$ cat config.mk
export PLATFORM = sky130hd
export DESIGN_NAME = ufl_interrupt_flags
export DESIGN_NICKNAME = d
export VERILOG_FILES = /design/src/rtl/ufl_pkg.sv /design/src/rtl/ufl_interrupt_flags.sv
export SDC_FILE = /design/constraint.sdc
export NUM_CORES = 1
export LEC_CHECK = 0
export ABC_AREA = 1
export BUFFER_PORTS_ARGS = -buffer_cell sky130_fd_sc_hd__buf_2
export CORE_AREA = 10 10 120 122
export CTS_BUF_LIST = sky130_fd_sc_hd__clkbuf_4 sky130_fd_sc_hd__clkbuf_8
export CTS_CLUSTER_DIAMETER = 80
export CTS_CLUSTER_SIZE = 24
export DETAILED_ROUTE_END_ITERATION = 7
export DIE_AREA = 0 0 130 132
export PLACE_DENSITY = 0.66
export SLEW_MARGIN = 20
export SYNTH_ARGS = -nofsm -noshare
export SYNTH_HDL_FRONTEND = slang
export SYNTH_SLANG_ARGS = --single-unit
$ cat constraint.sdc
create_clock -name clk -period 2.55 [get_ports clk]
set_clock_uncertainty 0.2 [all_clocks]
set_input_delay 0.1275 -clock clk [delete_from_list [all_inputs] [get_ports clk]]
set_output_delay 0.1275 -clock clk [all_outputs]
set_load 0.05 [all_outputs]
$ cat src/rtl/ufl_pkg.sv
// Constants, register map and carrier types of the UART interrupt flag logic.
// Assumes a 32-bit register port and event pulses from the same clock domain.
package ufl_pkg;

  // ----------------------------------------------------------------------
  // Register offsets (byte addresses)
  // ----------------------------------------------------------------------
  localparam int          UFL_AW      = 8;
  localparam logic [7:0]  UFL_OFF_RBR = 8'h00;
  localparam logic [7:0]  UFL_OFF_IER = 8'h04;
  localparam logic [7:0]  UFL_OFF_FSR = 8'h18;
  localparam logic [7:0]  UFL_OFF_ISR = 8'h1C;
  localparam logic [7:0]  UFL_OFF_TOR = 8'h20;
  localparam logic [7:0]  UFL_OFF_MSR = 8'h28;
  localparam logic [7:0]  UFL_OFF_LSR = 8'h2C;
  localparam logic [7:0]  UFL_OFF_CLR = 8'h30;

  // ----------------------------------------------------------------------
  // Interrupt status flag positions
  // ----------------------------------------------------------------------
  localparam int UFL_ISR_RDA   = 0;
  localparam int UFL_ISR_THRE  = 1;
  localparam int UFL_ISR_RLS   = 2;
  localparam int UFL_ISR_MODEM = 3;
  localparam int UFL_ISR_TOUT  = 4;
  localparam int UFL_ISR_BUF   = 5;
  localparam int UFL_ISR_WAKE  = 6;
  localparam int UFL_ISR_LIN   = 7;
  localparam int UFL_ISR_IND   = 8;
  localparam int UFL_ISR_CTSWK = 16;
  localparam int UFL_ISR_DATWK = 17;

  // Interrupt enable positions
  localparam int UFL_IER_RDA   = 0;
  localparam int UFL_IER_THRE  = 1;
  localparam int UFL_IER_RLS   = 2;
  localparam int UFL_IER_MODEM = 3;
  localparam int UFL_IER_TOUT  = 4;
  localparam int UFL_IER_WAKE  = 6;
  localparam int UFL_IER_BUF   = 8;
  localparam int UFL_IER_LIN   = 9;

  // FIFO status positions
  localparam int UFL_FSR_RXOV  = 0;
  localparam int UFL_FSR_PAR   = 4;
  localparam int UFL_FSR_FRM   = 5;
  localparam int UFL_FSR_BRK   = 6;
  localparam int UFL_FSR_RXEMP = 14;
  localparam int UFL_FSR_TXOV  = 24;

  // Modem status, LIN status, time-out register fields
  localparam int UFL_MSR_CHG   = 0;
  localparam int UFL_MSR_CTS   = 4;
  localparam int UFL_LSR_HDET  = 0;
  localparam int UFL_LSR_HERR  = 1;
  localparam int UFL_LSR_IDPAR = 2;
  localparam int UFL_LSR_BKDET = 8;
  localparam int UFL_LSR_BITER = 9;
  localparam int UFL_TOR_CMP_LSB = 0;
  localparam int UFL_TOR_DLY_LSB = 8;

  // Reset values
  localparam logic [31:0] UFL_IER_RST = 32'h0000_0000;
  localparam logic [7:0]  UFL_TOR_RST = 8'h00;

  // ----------------------------------------------------------------------
  // Carrier types
  // ----------------------------------------------------------------------
  typedef struct packed {
    logic [UFL_AW-1:0] addr;
    logic [31:0]       wdata;
    logic              wr;
    logic              rd;
  } ufl_bus_req_s;

  typedef struct packed {
    logic hdr_det;
    logic brk_det;
    logic bit_err;
    logic id_par;
    logic hdr_fault;
  } ufl_lin_ev_s;

  typedef struct packed {
    logic brk;
    logic frm;
    logic par;
  } ufl_line_ev_s;

endpackage : ufl_pkg

$ cat src/rtl/ufl_interrupt_flags.sv
// Status flags, enables and interrupt request of one UART channel.
// Assumes event pulses, FIFO state and receive data come from logic on clk;
// only the CTS pin is asynchronous and is synchronised here.
`timescale 1ns/1ns
module ufl_interrupt_flags
  import ufl_pkg::*;
#(
  parameter bit HAS_MODEM = 1'b1
) (
  input  wire logic         clk,
  input  wire logic         reset_n,
  input  wire logic         ce,
  input  wire ufl_bus_req_s bus_req,
  output logic [31:0]       reg_rdata,
  input  wire ufl_lin_ev_s  lin_ev,
  input  wire ufl_line_ev_s line_ev,
  input  wire logic         data_wake_ev,
  input  wire logic         cts_wake_ev,
  input  wire logic         tx_over_ev,
  input  wire logic         rx_over_ev,
  input  wire logic         rx_not_empty,
  input  wire logic         rx_activity,
  input  wire logic [7:0]   rx_data,
  input  wire logic         rda_flag,
  input  wire logic         thre_flag,
  input  wire logic         cts_pin,
  output logic              rx_buf_pop,
  output logic              irq
);

  // ----------------------------------------------------------------------
  // Declarations
  // ----------------------------------------------------------------------
  logic [31:0] ier_r;
  logic [7:0]  cmp_r;
  logic [7:0]  dly_r;
  logic [7:0]  idle_cnt_r;
  logic [7:0]  idle_cnt_nxt;
  logic        tout_r;
  logic        cts_meta_r;
  logic        cts_sync_r;
  logic        cts_prev_r;
  logic        cts_chg_r;
  logic        data_wake_r;
  logic        cts_wake_r;
  logic        rx_over_r;
  logic        tx_over_r;
  logic        brk_r;
  logic        frm_r;
  logic        par_r;
  logic        hdr_det_r;
  logic        brk_det_r;
  logic        bit_err_r;
  logic        id_par_r;
  logic        hdr_fault_r;
  logic [31:0] rdata_r;
  logic [31:0] isr;
  logic [7:0]  terms;
  logic        lin_flag;
  logic        wake_flag;
  logic        buf_flag;
  logic        line_flag;
  logic        modem_flag;
  logic        wr_ier;
  logic        wr_tor;
  logic        wr_isr;
  logic        wr_fsr;
  logic        wr_msr;
  logic        wr_lsr;
  logic        wr_clr;
  logic        rd_rbr;
  logic [31:0] wd;

  // Set wins over clear for every sticky source bit
  function automatic logic w1c(input logic cur,
                               input logic set,
                               input logic clr);
    w1c = set | (cur & ~clr);
  endfunction : w1c

  // ----------------------------------------------------------------------
  // Register port decode
  // ----------------------------------------------------------------------
  assign wd     = bus_req.wdata;
  assign wr_ier = bus_req.wr && (bus_req.addr == UFL_OFF_IER);
  assign wr_tor = bus_req.wr && (bus_req.addr == UFL_OFF_TOR);
  assign wr_isr = bus_req.wr && (bus_req.addr == UFL_OFF_ISR);
  assign wr_fsr = bus_req.wr && (bus_req.addr == UFL_OFF_FSR);
  assign wr_msr = bus_req.wr && (bus_req.addr == UFL_OFF_MSR);
  assign wr_lsr = bus_req.wr && (bus_req.addr == UFL_OFF_LSR);
  assign wr_clr = bus_req.wr && (bus_req.addr == UFL_OFF_CLR);
  assign rd_rbr = ce && bus_req.rd && (bus_req.addr == UFL_OFF_RBR);

  // Reading the receive buffer pops the FIFO outside
  assign rx_buf_pop = rd_rbr;

  // ----------------------------------------------------------------------
  // Control registers
  // ----------------------------------------------------------------------
  always_ff @(posedge clk or negedge reset_n) begin
    if (!reset_n) begin
      ier_r <= UFL_IER_RST;
    end else if (ce && wr_ier) begin
      ier_r <= wd;
    end
  end

  always_ff @(posedge clk or negedge reset_n) begin
    if (!reset_n) begin
      cmp_r <= UFL_TOR_RST;
      dly_r <= UFL_TOR_RST;
    end else if (ce && wr_tor) begin
      cmp_r <= wd[UFL_TOR_CMP_LSB +: 8];
      dly_r <= wd[UFL_TOR_DLY_LSB +: 8];
    end
  end

  // ----------------------------------------------------------------------
  // LIN sources
  // ----------------------------------------------------------------------
  always_ff @(posedge clk or negedge reset_n) begin
    if (!reset_n) begin
      hdr_det_r   <= 1'b0;
      brk_det_r   <= 1'b0;
      bit_err_r   <= 1'b0;
      id_par_r    <= 1'b0;
      hdr_fault_r <= 1'b0;
    end else if (ce) begin
      hdr_det_r   <= w1c(hdr_det_r, lin_ev.hdr_det,
                         (wr_lsr && wd[UFL_LSR_HDET]) ||
                         (wr_clr && wd[UFL_ISR_LIN]));
      brk_det_r   <= w1c(brk_det_r, lin_ev.brk_det,
                         (wr_lsr && wd[UFL_LSR_BKDET]) ||
                         (wr_clr && wd[UFL_ISR_LIN]));
      bit_err_r   <= w1c(bit_err_r, lin_ev.bit_err,
                         (wr_lsr && wd[UFL_LSR_BITER]) ||
                         (wr_clr && wd[UFL_ISR_LIN]));
      id_par_r    <= w1c(id_par_r, lin_ev.id_par,
                         (wr_lsr && wd[UFL_LSR_IDPAR]) ||
                         (wr_clr && wd[UFL_ISR_LIN]));
      hdr_fault_r <= w1c(hdr_fault_r, lin_ev.hdr_fault,
                         (wr_lsr && wd[UFL_LSR_HERR]) ||
                         (wr_clr && wd[UFL_ISR_LIN]));
    end
  end

  // Summary has no state of its own, so it drops with the last source
  assign lin_flag = hdr_det_r | brk_det_r | bit_err_r | id_par_r
                  | hdr_fault_r;

  // ----------------------------------------------------------------------
  // Wake-up sources
  // ----------------------------------------------------------------------
  always_ff @(posedge clk or negedge reset_n) begin
    if (!reset_n) begin
      data_wake_r <= 1'b0;
      cts_wake_r  <= 1'b0;
    end else if (ce) begin
      data_wake_r <= w1c(data_wake_r, data_wake_ev,
                         (wr_isr && wd[UFL_ISR_DATWK]) ||
                         (wr_clr && wd[UFL_ISR_WAKE]));
      cts_wake_r  <= w1c(cts_wake_r, cts_wake_ev,
                         (wr_isr && wd[UFL_ISR_CTSWK]) ||
                         (wr_clr && wd[UFL_ISR_WAKE]));
    end
  end

  assign wake_flag = data_wake_r | cts_wake_r;

  // ----------------------------------------------------------------------
  // Overflow and receive line error sources
  // ----------------------------------------------------------------------
  always_ff @(posedge clk or negedge reset_n) begin
    if (!reset_n) begin
      rx_over_r <= 1'b0;
      tx_over_r <= 1'b0;
    end else if (ce) begin
      rx_over_r <= w1c(rx_over_r, rx_over_ev,
                       (wr_fsr && wd[UFL_FSR_RXOV]) ||
                       (wr_clr && wd[UFL_ISR_BUF]));
      tx_over_r <= w1c(tx_over_r, tx_over_ev,
                       (wr_fsr && wd[UFL_FSR_TXOV]) ||
                       (wr_clr && wd[UFL_ISR_BUF]));
    end
  end

  assign buf_flag = rx_over_r | tx_over_r;

  always_ff @(posedge clk or negedge reset_n) begin
    if (!reset_n) begin
      brk_r <= 1'b0;
      frm_r <= 1'b0;
      par_r <= 1'b0;
    end else if (ce) begin
      brk_r <= w1c(brk_r, line_ev.brk,
                   (wr_fsr && wd[UFL_FSR_BRK]) ||
                   (wr_clr && wd[UFL_ISR_RLS]));
      frm_r <= w1c(frm_r, line_ev.frm,
                   (wr_fsr && wd[UFL_FSR_FRM]) ||
                   (wr_clr && wd[UFL_ISR_RLS]));
      par_r <= w1c(par_r, line_ev.par,
                   (wr_fsr && wd[UFL_FSR_PAR]) ||
                   (wr_clr && wd[UFL_ISR_RLS]));
    end
  end

  assign line_flag = brk_r | frm_r | par_r;

  // ----------------------------------------------------------------------
  // Receive time-out
  // ----------------------------------------------------------------------
  // Counter waits at the compare value so one idle spell sets the flag once
  always_comb begin
    idle_cnt_nxt = idle_cnt_r;
    if (!rx_not_empty || rx_activity || rd_rbr) begin
      idle_cnt_nxt = 8'h00;
    end else if (idle_cnt_r != cmp_r) begin
      idle_cnt_nxt = idle_cnt_r + 8'h01;
    end
  end

  always_ff @(posedge clk or negedge reset_n) begin
    if (!reset_n) begin
      idle_cnt_r <= 8'h00;
    end else if (ce) begin
      idle_cnt_r <= idle_cnt_nxt;
    end
  end

  // A zero compare value disables the time-out rather than firing at once
  always_ff @(posedge clk or negedge reset_n) begin
    if (!reset_n) begin
      tout_r <= 1'b0;
    end else if (ce) begin
      tout_r <= w1c(tout_r,
                    rx_not_empty && !rx_activity && !rd_rbr &&
                    (cmp_r != 8'h00) && (idle_cnt_r != cmp_r) &&
                    (idle_cnt_nxt == cmp_r),
                    rd_rbr || rx_activity ||
                    (wr_clr && wd[UFL_ISR_TOUT]));
    end
  end

  // ----------------------------------------------------------------------
  // CTS change detection
  // ----------------------------------------------------------------------
  always_ff @(posedge clk or negedge reset_n) begin
    if (!reset_n) begin
      cts_meta_r <= 1'b0;
      cts_sync_r <= 1'b0;
      cts_prev_r <= 1'b0;
    end else if (ce) begin
      cts_meta_r <= cts_pin;
      cts_sync_r <= cts_meta_r;
      cts_prev_r <= cts_sync_r;
    end
  end

  // Without modem logic the change bit is held at zero
  always_ff @(posedge clk or negedge reset_n) begin
    if (!reset_n) begin
      cts_chg_r <= 1'b0;
    end else if (ce) begin
      cts_chg_r <= HAS_MODEM &&
                   w1c(cts_chg_r, cts_sync_r ^ cts_prev_r,
                       (wr_msr && wd[UFL_MSR_CHG]) ||
                       (wr_clr && wd[UFL_ISR_MODEM]));
    end
  end

  assign modem_flag = HAS_MODEM && cts_chg_r;

  // ----------------------------------------------------------------------
  // Status word and interrupt request
  // ----------------------------------------------------------------------
  always_comb begin
    terms = 8'h00;
    terms[UFL_ISR_RDA]   = rda_flag   && ier_r[UFL_IER_RDA];
    terms[UFL_ISR_THRE]  = thre_flag  && ier_r[UFL_IER_THRE];
    terms[UFL_ISR_RLS]   = line_flag  && ier_r[UFL_IER_RLS];
    terms[UFL_ISR_MODEM] = modem_flag && ier_r[UFL_IER_MODEM];
    terms[UFL_ISR_TOUT]  = tout_r     && ier_r[UFL_IER_TOUT];
    terms[UFL_ISR_BUF]   = buf_flag   && ier_r[UFL_IER_BUF];
    terms[UFL_ISR_WAKE]  = wake_flag  && ier_r[UFL_IER_WAKE];
    terms[UFL_ISR_LIN]   = lin_flag   && ier_r[UFL_IER_LIN];
  end

  always_comb begin
    isr = 32'h0000_0000;
    isr[UFL_ISR_RDA]   = rda_flag;
    isr[UFL_ISR_THRE]  = thre_flag;
    isr[UFL_ISR_RLS]   = line_flag;
    isr[UFL_ISR_MODEM] = modem_flag;
    isr[UFL_ISR_TOUT]  = tout_r;
    isr[UFL_ISR_BUF]   = buf_flag;
    isr[UFL_ISR_WAKE]  = wake_flag;
    isr[UFL_ISR_LIN]   = lin_flag;
    isr[UFL_ISR_IND +: 8] = terms;
    isr[UFL_ISR_CTSWK] = cts_wake_r;
    isr[UFL_ISR_DATWK] = data_wake_r;
  end

  // Combinational so the line follows the source flops in the same cycle
  assign irq = |terms;

  // ----------------------------------------------------------------------
  // Read data
  // ----------------------------------------------------------------------
  always_ff @(posedge clk or negedge reset_n) begin
    if (!reset_n) begin
      rdata_r <= 32'h0000_0000;
    end else if (ce) begin
      rdata_r <= 32'h0000_0000;
      if (bus_req.rd) begin
        unique case (bus_req.addr)
          UFL_OFF_RBR: rdata_r[7:0] <= rx_data;
          UFL_OFF_IER: rdata_r <= ier_r;
          UFL_OFF_ISR: rdata_r <= isr;
          UFL_OFF_TOR: begin
            rdata_r[UFL_TOR_CMP_LSB +: 8] <= cmp_r;
            rdata_r[UFL_TOR_DLY_LSB +: 8] <= dly_r;
          end
          UFL_OFF_FSR: begin
            rdata_r[UFL_FSR_RXOV]  <= rx_over_r;
            rdata_r[UFL_FSR_PAR]   <= par_r;
            rdata_r[UFL_FSR_FRM]   <= frm_r;
            rdata_r[UFL_FSR_BRK]   <= brk_r;
            rdata_r[UFL_FSR_RXEMP] <= !rx_not_empty;
            rdata_r[UFL_FSR_TXOV]  <= tx_over_r;
          end
          UFL_OFF_MSR: begin
            rdata_r[UFL_MSR_CHG] <= modem_flag;
            rdata_r[UFL_MSR_CTS] <= HAS_MODEM && cts_sync_r;
          end
          UFL_OFF_LSR: begin
            rdata_r[UFL_LSR_HDET]  <= hdr_det_r;
            rdata_r[UFL_LSR_HERR]  <= hdr_fault_r;
            rdata_r[UFL_LSR_IDPAR] <= id_par_r;
            rdata_r[UFL_LSR_BKDET] <= brk_det_r;
            rdata_r[UFL_LSR_BITER] <= bit_err_r;
          end
          default: rdata_r <= 32'h0000_0000;
        endcase
      end
    end
  end

  assign reg_rdata = rdata_r;

endmodule : ufl_interrupt_flags

Word-level counts from Yosys, hierarchy flattened

Index checks and enable logic that the tools add are counted.

Register bits after elaboration: 105
Input port bits: 70
Output and inout port bits: 34
Word-level logic and storage cells: 165

$add $sub $neg: 1
Equality and inequality tests: 9
Muxes and demuxes: 16
Bitwise logic cells: 51
Reductions and logical operators: 66

Operators with widths:

| cell                                                                   | number |
|---|---|
| 1-bit logical AND                                                      | 43 |
| 8-bit by 6-bit equality test with 1-bit output (second input constant) | 4 |
| 32-bit 2-to-1 mux                                                      | 1 |
| 1-bit bitwise OR                                                       | 22 |
| 2-bit one-hot mux with 5 select lines                                  | 2 |
| 1-bit logical OR                                                       | 17 |
| 8-bit by 5-bit equality test with 1-bit output (second input constant) | 2 |
| 8-bit 2-to-1 mux                                                       | 2 |
| 8-bit one-hot mux with 2 select lines                                  | 1 |
| 1-bit bitwise AND                                                      | 14 |
| 1-bit inverter                                                         | 14 |
| 1-bit one-hot mux with 4 select lines                                  | 3 |
| 4-bit one-hot mux with 3 select lines                                  | 1 |
| 8-bit by 1-bit adder with 8-bit output (second input constant)         | 1 |
| 8-bit by 3-bit equality test with 1-bit output (second input constant) | 1 |
| 8-bit equality test                                                    | 1 |
| 8-bit zero test                                                        | 1 |
| 8-bit != test                                                          | 1 |
| 2-bit one-hot mux with 4 select lines                                  | 1 |
| 8-bit nonzero test                                                     | 1 |
| 8-bit OR reduction                                                     | 1 |
| 7-bit 2-to-1 mux                                                       | 1 |
| 1-bit one-hot mux with 7 select lines                                  | 1 |
| 1-bit one-hot mux with 6 select lines                                  | 1 |
| 4 further kinds                                                        | 6 |

Longest topological paths before layout

Gate-level depths: netlist (run 1).

Depth in word-level cells: 8
Mapped depth: 14
Mapped depth without buffers: 14

Worst setup path after synthesis (run 1)

No wires, ideal clock.

Kind: register to register
Start: register idle_cnt_r[0]
End: register tout_r
Arrival time: 1.475 ns
Data required time: 2.275 ns
Slack: 0.800 ns
Cell stages (with the launch flop): 13
Buffers on the path: 0
Path through: dfrtp_1 -> ha_1 -> nand3_1 -> nor2_1 -> xor2_1 -> nand2_1 -> nand2_1 -> nand2_1 -> nand2_1 -> nand2_1 -> nor2_1 -> nand2_1 -> o21bai_2

Cells in the longest elaborated chain, start to end: 6
Elaborated cells on any way between the ends: 8
Classes of those cells: add/sub: 1; eq/ne: 2; mux: 2; bitwise: 1; reduce/logical: 2

RTL lines:

| element                                                                        | line                                                                               | source |
|---|---|---|
| start, declared                                                                | ufl_interrupt_flags.sv:37                                                          | `logic [7:0] idle_cnt_r;` |
| start signal, assigned                                                         | ufl_interrupt_flags.sv:226                                                         | `idle_cnt_r <= idle_cnt_nxt;` |
| 8-bit by 1-bit adder with 8-bit output / 8-bit != test (equally long branches) | ufl_interrupt_flags.sv:218, ufl_interrupt_flags.sv:217, ufl_interrupt_flags.sv:237 |  |
| 8-bit 2-to-1 mux                                                               | ufl_interrupt_flags.sv:217                                                         | `end else if (idle_cnt_r != cmp_r) begin` |
| 8-bit 2-to-1 mux                                                               | ufl_interrupt_flags.sv:215                                                         | `if (!rx_not_empty \|\| rx_activity \|\| rd_rbr) begin` |
| 8-bit equality test                                                            | ufl_interrupt_flags.sv:238                                                         | `(idle_cnt_nxt == cmp_r),` |
| 1-bit logical AND *                                                            | ufl_interrupt_flags.sv:237                                                         | `(cmp_r != 8'h00) && (idle_cnt_r != cmp_r) &&` |
| 1-bit bitwise OR *                                                             | ufl_interrupt_flags.sv:78                                                          | `w1c = set \| (cur & ~clr);` |
| end signal, assigned                                                           | ufl_interrupt_flags.sv:235                                                         | `tout_r <= w1c(tout_r,` |
| end, declared                                                                  | ufl_interrupt_flags.sv:39                                                          | `logic tout_r;` |

Mark *: on every way between the ends. The rest lies on a longest branch, timed or not.
A chain may end at the register's enable or synchronous reset.

Final worst setup path (run 1)

Start: input port bus_req[1] (netlist bit)
End: register par_r

Cells in the longest elaborated chain, start to end: 6
Elaborated cells on any way between the ends: 8
Classes of those cells: bitwise: 3; reduce/logical: 5

RTL lines:

| element                              | line                                                   | source |
|---|---|---|
| start, declared                      | ufl_interrupt_flags.sv:13                              | `input wire ufl_bus_req_s bus_req,` |
| 1-bit logical AND (on tied branches) | ufl_interrupt_flags.sv:88, ufl_interrupt_flags.sv:91   |  |
| 1-bit logical AND (on tied branches) | ufl_interrupt_flags.sv:202, ufl_interrupt_flags.sv:203 |  |
| 1-bit logical OR *                   | ufl_interrupt_flags.sv:202                             | `(wr_fsr && wd[UFL_FSR_PAR]) \|\|` |
| 1-bit inverter *                     | ufl_interrupt_flags.sv:78                              |  |
| 1-bit bitwise AND *                  | ufl_interrupt_flags.sv:78                              |  |
| 1-bit bitwise OR *                   | ufl_interrupt_flags.sv:78                              |  |
| end signal, assigned                 | ufl_interrupt_flags.sv:201                             | `par_r <= w1c(par_r, line_ev.par,` |
| end, declared                        | ufl_interrupt_flags.sv:50                              | `logic par_r;` |

Marks and branches as above.

==> impl_metrics.csv, run 1 <==
group,metric,value,unit
clock_tree,cts_num_sinks,105,
final_layout,area_growth,29.0,%
final_layout,final_net_count,892,
clock_tree,cts_root_buffer,"clkbuf_8",
sta,slew_headroom,0.576,
global_routing,globalRouteOverflowTotal,0,
synthesis,synth.most_common_cell,"nand2_1",
synthesis,synthCells,654,
worst_setup_path,critPathBufInv,3,
worst_setup_path,arrival,2.43,ns
worst_setup_path,crit_top_cell,"dlygate4sd3_1",
worst_setup_path,cp-end-kind,"register",
drt,post-route-drc-count,0,
place,gp_congestion,0.931,
place,dpl-instance-area,0.00598,mm^2
outcome,status,"finished, final reports clean",
worst_setup_path,cp_max_fo,6,
global_routing,grt_max_degree,48,
sta,worstMarginPinSlew,0.637,ns
synthesis,syn_avg_cell_area,8.13,um^2
worst_setup_path,crit_type,"in2reg",
synthesis,synth_edf_count,0,
worst_setup_path,slowest_delay,0.55,ns
synthesis,synth_nets,725,
worst_setup_path,cpLargestDelayFamily,"buffers and inverters",
clock_tree,clk_pin_slew,0.11,ns
place,io_buffer_count,103,
floorplan,dieArea,0.0172,mm^2
drt,wire_per_inst,17.1,um
pwr,p_total,3.28,mW
pwr,p_leak,3.34,nW
synthesis,ys_async_sr_fraction,1.00,
worst_setup_path,worstPathRequired,2.64,ns
drt,drt_iter0_drc,467,
final_layout,stdcell_area,0.00686,mm^2
drt,drt-pass1-iter-count,5,
worst_setup_path,worstPathCellList,"dlygate4sd3_1, buf_2, nand4_1, nor2_1, a21oi_1, o21ai_0, nand2_1, dlygate4sd3_1",
clock_tree,h-tree-depth,3,
worst_setup_path,startpoint_type,"input pin",
synthesis,synth.cells.most_frequent,"nand2_1 (199), dfrtp_1 (105), o21ai_0 (71), inv_1 (62), nor2_1 (39)",
global_routing,first_global_vias,5343,
pwr,ir_worst_vdd,0.376,mV
global_routing,grtUsageTotal,0.201,
clock_tree,cts_setup_buffers,0,
worst_setup_path,slowest_stage,"dlygate4sd3_1",
synthesis,yosysSeqAreaShare,0.494,
drt,dr_total_vias,5099,
place,hpwlAfterDp,12.3,mm
sta,fmax,427,MHz
sta,fin_crit,2.34,ns
final_layout,n_fill_cell,1070,
pwr,power_density,478,mW/mm^2
sta,tns,0,ns
worst_hold_path,worstHoldPathType,"in2reg",
synthesis,synth.distinct_cells,40,
synthesis,yosys_warnings,0,
clock_tree,cts_tree,"done",
floorplan,core-area,0.0119,mm^2
sta,grt_setup_unrepaired,"false",
final_layout,num_antenna_cells,0,
synthesis,synth_top_area_share,0.494,
drt,viasPerCell,5.24,
synthesis,ys.flop_type,"dfrtp_1",
drt,routed_wl,16.7,mm
global_routing,antenna_found_initial,0,
floorplan,io_pins,104,
sta,hold_viol,0,
final_layout,final_util,0.576,
drt,drtAntennaViolNets,0,
floorplan,start_util,0.446,
synthesis,ys_seq_elements,105,
synthesis,syn_area,0.00532,mm^2
synthesis,synth_area_leader_cell,"dfrtp_1",
job,max_cap_violations,0,
clock_tree,cts_made_buffers,9,
synthesis,ys_top_cells_by_area,"dfrtp_1 (49%), nand2_1 (14%), o21ai_0 (6.7%)",
sta,slew_viol_final,0,
floorplan,die-width,130,um
clock_tree,cts_buffer_depth,2,
clock_tree,clk_latency,0.40,ns
final_layout,layout-drive-gt1-share,0.201,
sta,post-route-period-util,0.918,
global_routing,grt_pass1_wl,27.5,mm
sta,setup-violations-final,0,
floorplan,row_count,40,
floorplan,fp.dieH,132,um
-- state kept, by name, indices dropped and copies added (netlist names), 8 cells and up --
signal      cells
cmp_r           8
ier_r          32
reg_rdata      32
idle_cnt_r      8
dly_r           8
-- path summary, 6_finish.rpt --
check / slack, ns / cells after the start / end / startpoint
setup / recovery: 0.21 / 8 / par_r / bus_req[1]
hold / removal: 0.004 / 5 / reg_rdata[1] / rx_data[1]
setup reg to reg: 0.48 / 13 / tout_r / cmp_r[4]
hold reg to reg: 0.29 / 2 / reg_rdata[5] / reg_rdata[5]
max in group asynchronous: 1.39 / 3 / ier_r[28] / reset_n
min in group asynchronous: 0.09 / 2 / ier_r[21] / reset_n
-- cells in the final DEF (no fill, tap or decap), types with 2 or more instances in the layout --
cell type,netlist,routed
o21ai_1,7,7
o22ai_1,3,3
nand2_1,199,199
a21oi_1,24,24
clkbuf_8,0,10
inv_1,62,62
buf_2,10,102
clkinv_8,0,2
o21ai_0,71,71
xor2_1,4,4
buf_4,3,12
dlygate4sd3_1,0,67
mux2_2,8,8
nand3_1,33,33
a221oi_1,6,6
nand4_1,6,6
inv_2,5,5
nand2_4,2,2
nand2_2,7,7
nor2_1,39,38
xnor2_1,3,3
o2111ai_1,7,7
dfrtp_1,105,105
a31oi_1,2,2
inv_6,0,2
nor2_2,3,4
o211ai_1,2,2
a32o_1,9,9
nor2_4,4,4
nor3_1,5,5
-- final cells by class --
class | instances | area, um^2 | share of cell area
clock buffer | 10 | 138 | 0.0201
clock inverter | 6 | 68.8 | 0.0100
inverter | 67 | 251 | 0.0367
multi-input combinational | 456 | 2300 | 0.335
sequential | 105 | 2630 | 0.383
tap | 147 | 184 | 0.0268
timing repair buffer | 182 | 1290 | 0.188
-- through the flow --
step	setup WS, ns	cells	hold slack [ns]
2_1_floorplan	0.800	654	-0.368
3_3_place_gp	0.536	890	-0.0218
4_1_cts	0.181	973	0.00171
6_report	0.209	973	0.00441
3_5_place_dp	0.483	890	-0.0194
5_1_grt	0.0347	973	0.0507
-- where the power goes --
part / leakage [nW] / switching [mW] / internal [mW]
combinational: 1.89 / 0.290 / 0.190
sequential: 1.35 / 0.0339 / 1.70
clock: 0.101 / 0.653 / 0.412
-- kinds of logic after synthesis --
| family | count (synthesis) | share of synthesized area |
|---|---|---|
| xor+xnor | 8 | 0.0146 |
| simple gates | 301 | 0.241 |
| buf+inv | 93 | 0.0744 |
| mux | 8 | 0.0169 |
| flops | 105 | 0.494 |
| compound gates | 138 | 0.156 |
| fa+ha+maj | 1 | 0.00235 |
-- repair_timing --
item	in CTS	in global routing
hold buffers	67	0
setup endpoints to repair	0	2
endpoints found under the hold margin	144	0
resized for setup	0	1
-- worst register-to-register path, stage by stage, from the launching register on --
cell      delay (ns)
dfrtp_1         0.45
inv_1           0.17
nand2_1         0.07
nand2_1         0.08
nand2_2         0.10
nor2_4          0.21
nand3_1         0.11
nand2_1         0.10
nand2_1         0.07
nand2_1         0.07
nand2_1         0.05
nor2_1          0.13
nand2_1         0.08
o21bai_2        0.12
-- metal layers --
layer / wire [um] / track usage
met1: 7010 / 0.249
met2: 7980 / 0.322
met3: 1240 / 0.0607
met4: 427 / 0.0650
met5: 0 / 0
Note: power is estimated with default switching activity, not from simulation.
==> run 2: changes to the inputs <==
--- a/config.mk
+++ b/config.mk
@@ -13,6 +13,7 @@
 export CTS_CLUSTER_SIZE = 24
 export DETAILED_ROUTE_END_ITERATION = 7
 export DIE_AREA = 0 0 130 132
+export HOLD_SLACK_MARGIN = 0.06
 export PLACE_DENSITY = 0.66
 export SLEW_MARGIN = 20
 export SYNTH_ARGS = -nofsm -noshare
==> impl_metrics.csv, run 2 (synthesized netlist as in run 1, its figures left out) <==
group,metric,value,unit
sta,setup-violations-final,0,
final_layout,final_cell_mix,"nand2_1 (199), dfrtp_1 (105), buf_2 (102)",
worst_setup_path,arrival,2.53,ns
sta,slew_headroom,0.578,
sta,tns,0,ns
drt,drt_iter0_drc,501,
pwr,ir_worst_vdd,0.382,mV
drt,routed_wl,17.2,mm
worst_hold_path,worstHoldPathType,"in2async",
sta,fin_crit,2.44,ns
clock_tree,h-tree-depth,3,
final_layout,final_cell_count_no_fill,993,
clock_tree,clk_latency,0.40,ns
clock_tree,cts_buffer_depth,2,
floorplan,io_pins,104,
global_routing,grt_use_met1,0.254,
floorplan,core-area,0.0119,mm^2
job,max_cap_violations,0,
sta,grt_setup_unrepaired,"true",
sta,slew_viol_final,0,
floorplan,die-width,130,um
final_layout,layout_commonest_cell,"nand2_1",
clock_tree,cts_root_buffer,"clkbuf_8",
place,dp.cells,890,
worst_setup_path,r2r-start,"cmp_r[3]",
sta,post-route-period-util,0.959,
place,dpl-instance-area,0.00598,mm^2
global_routing,grtUsageTotal,0.206,
final_layout,stdcell_area,0.00706,mm^2
global_routing,globalRouteOverflowTotal,0,
sta,hold_viol,0,
final_layout,layout-drive-gt1-share,0.200,
place,gp_congestion,0.931,
drt,post-route-drc-count,0,
clock_tree,cts_made_buffers,9,
drt,drtAntennaViolNets,0,
global_routing,grt_max_degree,48,
floorplan,row_count,40,
worst_setup_path,cp_max_fo,6,
worst_setup_path,crit_top_cell,"dlygate4sd3_1",
clock_tree,clk_pin_slew,0.11,ns
final_layout,final_util,0.593,
global_routing,antenna_found_initial,1,
worst_setup_path,worstPathRequired,2.64,ns
clock_tree,cts_num_sinks,105,
worst_setup_path,cp-end-kind,"register",
sta,fmax,409,MHz
floorplan,fp.dieH,132,um
worst_setup_path,startpoint,"bus_req[1]",
pwr,power_density,468,mW/mm^2
pwr,p_total,3.30,mW
final_layout,multiInputGateArea,0.00230,mm^2
place,hpwlAfterDp,12.3,mm
drt,wire_per_inst,17.3,um
worst_setup_path,worstPathCellList,"dlygate4sd3_1, buf_2, nand4_1, nor2_1, a21oi_1, o21ai_0, nand2_1, dlygate4sd3_1",
pwr,p_leak,3.41,nW
clock_tree,cts_tree,"done",
worst_setup_path,slowest_stage,"dlygate4sd3_1",
global_routing,grt_pass1_wl,28.3,mm
final_layout,seq_area,0.00263,mm^2
worst_setup_path,slowest_delay,0.56,ns
floorplan,start_util,0.446,
final_layout,area_growth,32.8,%
place,io_buffer_count,103,
global_routing,first_global_vias,5500,
worst_setup_path,crit_type,"in2reg",
global_routing,global_route.usage.met2,0.330,
worst_setup_path,startpoint_type,"input pin",
final_layout,n_fill_cell,1045,
drt,viasPerCell,5.30,
global_routing,met3_usage,0.0632,
sta,worstMarginPinSlew,0.633,ns
global_routing,top_usage_layer,"met2",
drt,dr_total_vias,5259,
final_layout,final_net_count,911,
outcome,status,"finished, final reports clean",
drt,drt-pass1-iter-count,5,
floorplan,dieArea,0.0172,mm^2
## run 2: area by class of cell
type | instances | share of cell area
inverters | 67 | 0.0356
well taps | 147 | 0.0261
diodes | 1 | 0.000354
flip-flops and latches | 105 | 0.372
clock inverters | 6 | 0.00975
multi-input cells | 456 | 0.326
repair buffers | 201 | 0.210
clock buffers | 10 | 0.0195
## run 2: power breakdown
group / internal [mW] / switching, mW / leakage (nW)
combinational: 0.206 / 0.296 / 1.96
sequential: 1.70 / 0.0343 / 1.35
clock: 0.412 / 0.655 / 0.101
## run 2: metal layers
| metal | vias to the layer above | part of all wire |
|---|---|---|
| li1 | 2516 | - |
| met1 | 2497 | 0.41 |
| met2 | 210 | 0.48 |
| met3 | 36 | 0.088 |
| met4 | 0 | 0.027 |
| met5 | - | 0 |
## run 2: critical path: cells and delay by family
family	cells	cell delay (ns)
buffers and inverters	3	1.22
AOI/OAI and AO/OA	2	0.30
and+or+nand+nor	3	0.87
## run 2: timing repair
| action | CTS | global route |
|---|---|---|
| hold endpoints to repair | 185 | 0 |
| setup endpoints to repair | 0 | 4 |
| buffers inserted | 0 | 0 |
| hold buffers | 86 | 0 |
| resized for setup | 0 | 5 |
## run 2: metrics by stage
stage / hold slack [ns] / setup WS [ns]
final: 0.0859 / 0.106
after global routing: 0.112 / 0.000186
after CTS: 0.0722 / 0.153
after detailed placement: -0.0194 / 0.483
after global placement: -0.0218 / 0.536
after floorplan: -0.368 / 0.800
## run 2: worst paths after layout
check                           depth (start not counted)            end  slack, ns
worst max-delay path                                    8          frm_r       0.11
worst min-delay path                                    2      ier_r[21]       0.09
worst max register to register                          6   reg_rdata[3]       0.19
worst min register to register                          2   reg_rdata[5]       0.29
max in group asynchronous                               3  reg_rdata[16]       1.39
min in group clk                                        7   reg_rdata[5]       0.09
==> run 3: changes to the inputs <==
--- a/config.mk
+++ b/config.mk
@@ -7,14 +7,16 @@
 export LEC_CHECK = 0
 export ABC_AREA = 1
 export BUFFER_PORTS_ARGS = -buffer_cell sky130_fd_sc_hd__buf_2
-export CORE_AREA = 10 10 120 122
+export CELL_PAD_IN_SITES_DETAIL_PLACEMENT = 1
+export CELL_PAD_IN_SITES_GLOBAL_PLACEMENT = 2
+export CORE_AREA = 10 10 133 135
 export CTS_BUF_LIST = sky130_fd_sc_hd__clkbuf_4 sky130_fd_sc_hd__clkbuf_8
 export CTS_CLUSTER_DIAMETER = 80
 export CTS_CLUSTER_SIZE = 24
 export DETAILED_ROUTE_END_ITERATION = 7
-export DIE_AREA = 0 0 130 132
+export DIE_AREA = 0 0 143 145
 export HOLD_SLACK_MARGIN = 0.06
-export PLACE_DENSITY = 0.66
+export PLACE_DENSITY = 0.87
 export SLEW_MARGIN = 20
 export SYNTH_ARGS = -nofsm -noshare
 export SYNTH_HDL_FRONTEND = slang
==> impl_metrics.csv, run 3 (synthesized netlist as in run 1, its figures left out) <==
group,metric,value,unit
global_routing,first_global_vias,6017,
clock_tree,cts_root_buffer,"clkbuf_8",
clock_tree,clk_pin_slew,0.11,ns
floorplan,row_count,45,
drt,wire_per_inst,19.6,um
drt,drt-pass1-iter-count,4,
floorplan,fp.dieH,145,um
place,io_buffer_count,103,
place,hpwlAfterDp,14.1,mm
place,dpl-instance-area,0.00602,mm^2
outcome,status,"finished, final reports clean",
sta,final.setup.worst_slack,0.186,ns
pwr,clkPwrFrac,0.319,
worst_setup_path,cp-end-kind,"register",
global_routing,grtUsageTotal,0.196,
sta,slew_viol_final,0,
place,gp_congestion,0.899,
global_routing,antenna_found_initial,0,
final_layout,layout-drive-gt1-share,0.198,
clock_tree,cts_num_sinks,105,
pwr,p_leak,3.36,nW
worst_setup_path,arrival,2.45,ns
sta,hold_viol,0,
sta,hold_ws,0.0725,ns
final_layout,num_antenna_cells,0,
pwr,power.share.sequential,0.528,
sta,fmax,423,MHz
pwr,intPower,2.31,mW
pwr,p_sw,975,uW
floorplan,io_pins,104,
pwr,comb_power_share,0.153,
drt,viasPerCell,5.18,
floorplan,start_util,0.354,
worst_setup_path,cp_max_fo,5,
final_layout,layout_commonest_cell,"nand2_1",
worst_setup_path,slowest_stage,"dlygate4sd3_1",
worst_setup_path,cpLargestDelayFamily,"buffers and inverters",
sta,worstMarginPinSlew,0.798,ns
drt,dr_total_vias,5286,
final_layout,final_util,0.465,
worst_setup_path,critPathBufInv,3,
floorplan,core-area,0.0150,mm^2
sta,post-route-period-util,0.927,
drt,routed_wl,19.9,mm
final_layout,final_cell_mix,"nand2_1 (199), dfrtp_1 (105), buf_2 (102)",
sta,grt_setup_unrepaired,"false",
final_layout,final_cell_count_no_fill,1020,
global_routing,globalRouteOverflowTotal,0,
pwr,swShare,0.297,
place,preCtsSetupSlack,0.460,ns
clock_tree,cts_made_buffers,9,
final_layout,final_net_count,898,
worst_setup_path,slowest_delay,0.59,ns
pwr,p_total,3.28,mW
floorplan,dieArea,0.0207,mm^2
worst_setup_path,startpoint_type,"input pin",
sta,fin_crit,2.36,ns
clock_tree,cts_buffer_depth,2,
job,max_cap_violations,0,
global_routing,grt_pass1_wl,32.3,mm
place,dp.cells,928,
drt,post-route-drc-count,0,
pwr,ir_worst_vdd,0.443,mV
worst_setup_path,worstPathCellList,"buf_2, dlygate4sd3_1, nor3_4, nand2_1, nor2_1, a21oi_1, o21ai_0, nand2_1, dlygate4sd3_1",
drt,drt_iter0_drc,320,
clock_tree,h-tree-depth,3,
pwr,power_density,470,mW/mm^2
final_layout,area_growth,31.4,%
clock_tree,cts_tree,"done",
clock_tree,clk_latency,0.40,ns
sta,setup-violations-final,0,
sta,tns,0,ns
sta,slew_headroom,0.468,
global_routing,grt_max_degree,60,
worst_setup_path,crit_type,"in2reg",
drt,drtAntennaViolNets,0,
floorplan,die-width,143,um
worst_hold_path,worstHoldPathType,"in2reg",
worst_setup_path,worstPathRequired,2.63,ns
final_layout,stdcell_area,0.00698,mm^2
-- run 3: timing repair --
item                                    in CTS  in global routing
endpoints found under the setup margin       0                  5
setup buffers                                0                  2
hold buffers                                74                  0
gates resized for setup                      0                  1
endpoints found under the hold margin      134                  0
-- run 3: layer usage --
layer	wire [um]	track usage
met5	0	0
met2	10000	0.331
met1	8350	0.232
met4	385	0.0557
met3	1180	0.0632
-- run 3: cell type report --
cell class,count,area [um^2]
Multi-Input combinational cell,456,2300
Timing Repair Buffer,188,1380
Tap cell,188,235
Sequential cell,105,2630
Clock buffer,11,145
Fill cell,1836,8050
Clock inverter,5,50.0
Inverter,67,251
-- run 3: worst min-delay path, stage by stage --
cell      delay (ns)
buf_2           0.08
nand2_1         0.06
o21ai_0         0.10
a21oi_1         0.07
o221ai_1        0.07
nand3_1         0.07
nand2_1         0.07
-- run 3: path summary, 6_finish.rpt --
path / end / cells after the start / slack [ns] / from
max: id_par_r / 9 / 0.19 / bus_req[38]
min: reg_rdata[6] / 7 / 0.07 / rx_data[6]
max reg2reg: tout_r / 13 / 0.52 / cmp_r[4]
min reg2reg: cts_meta_r / 2 / 0.29 / cts_meta_r
max in group asynchronous: idle_cnt_r[7] / 3 / 1.30 / reset_n
min in group asynchronous: reg_rdata[20] / 2 / 0.15 / reset_n
-- run 3: power by group through the flow --
stage / Sequential [mW] / Combinational, mW / Clock [mW]
after CTS: 1.73 / 0.497 / 1.07
after floorplan: 1.76 / 0.243 / 0
after detailed placement: 1.77 / 0.426 / 0
after global routing: 1.74 / 0.559 / 1.14
after global placement: 1.76 / 0.410 / 0
final: 1.73 / 0.503 / 1.05
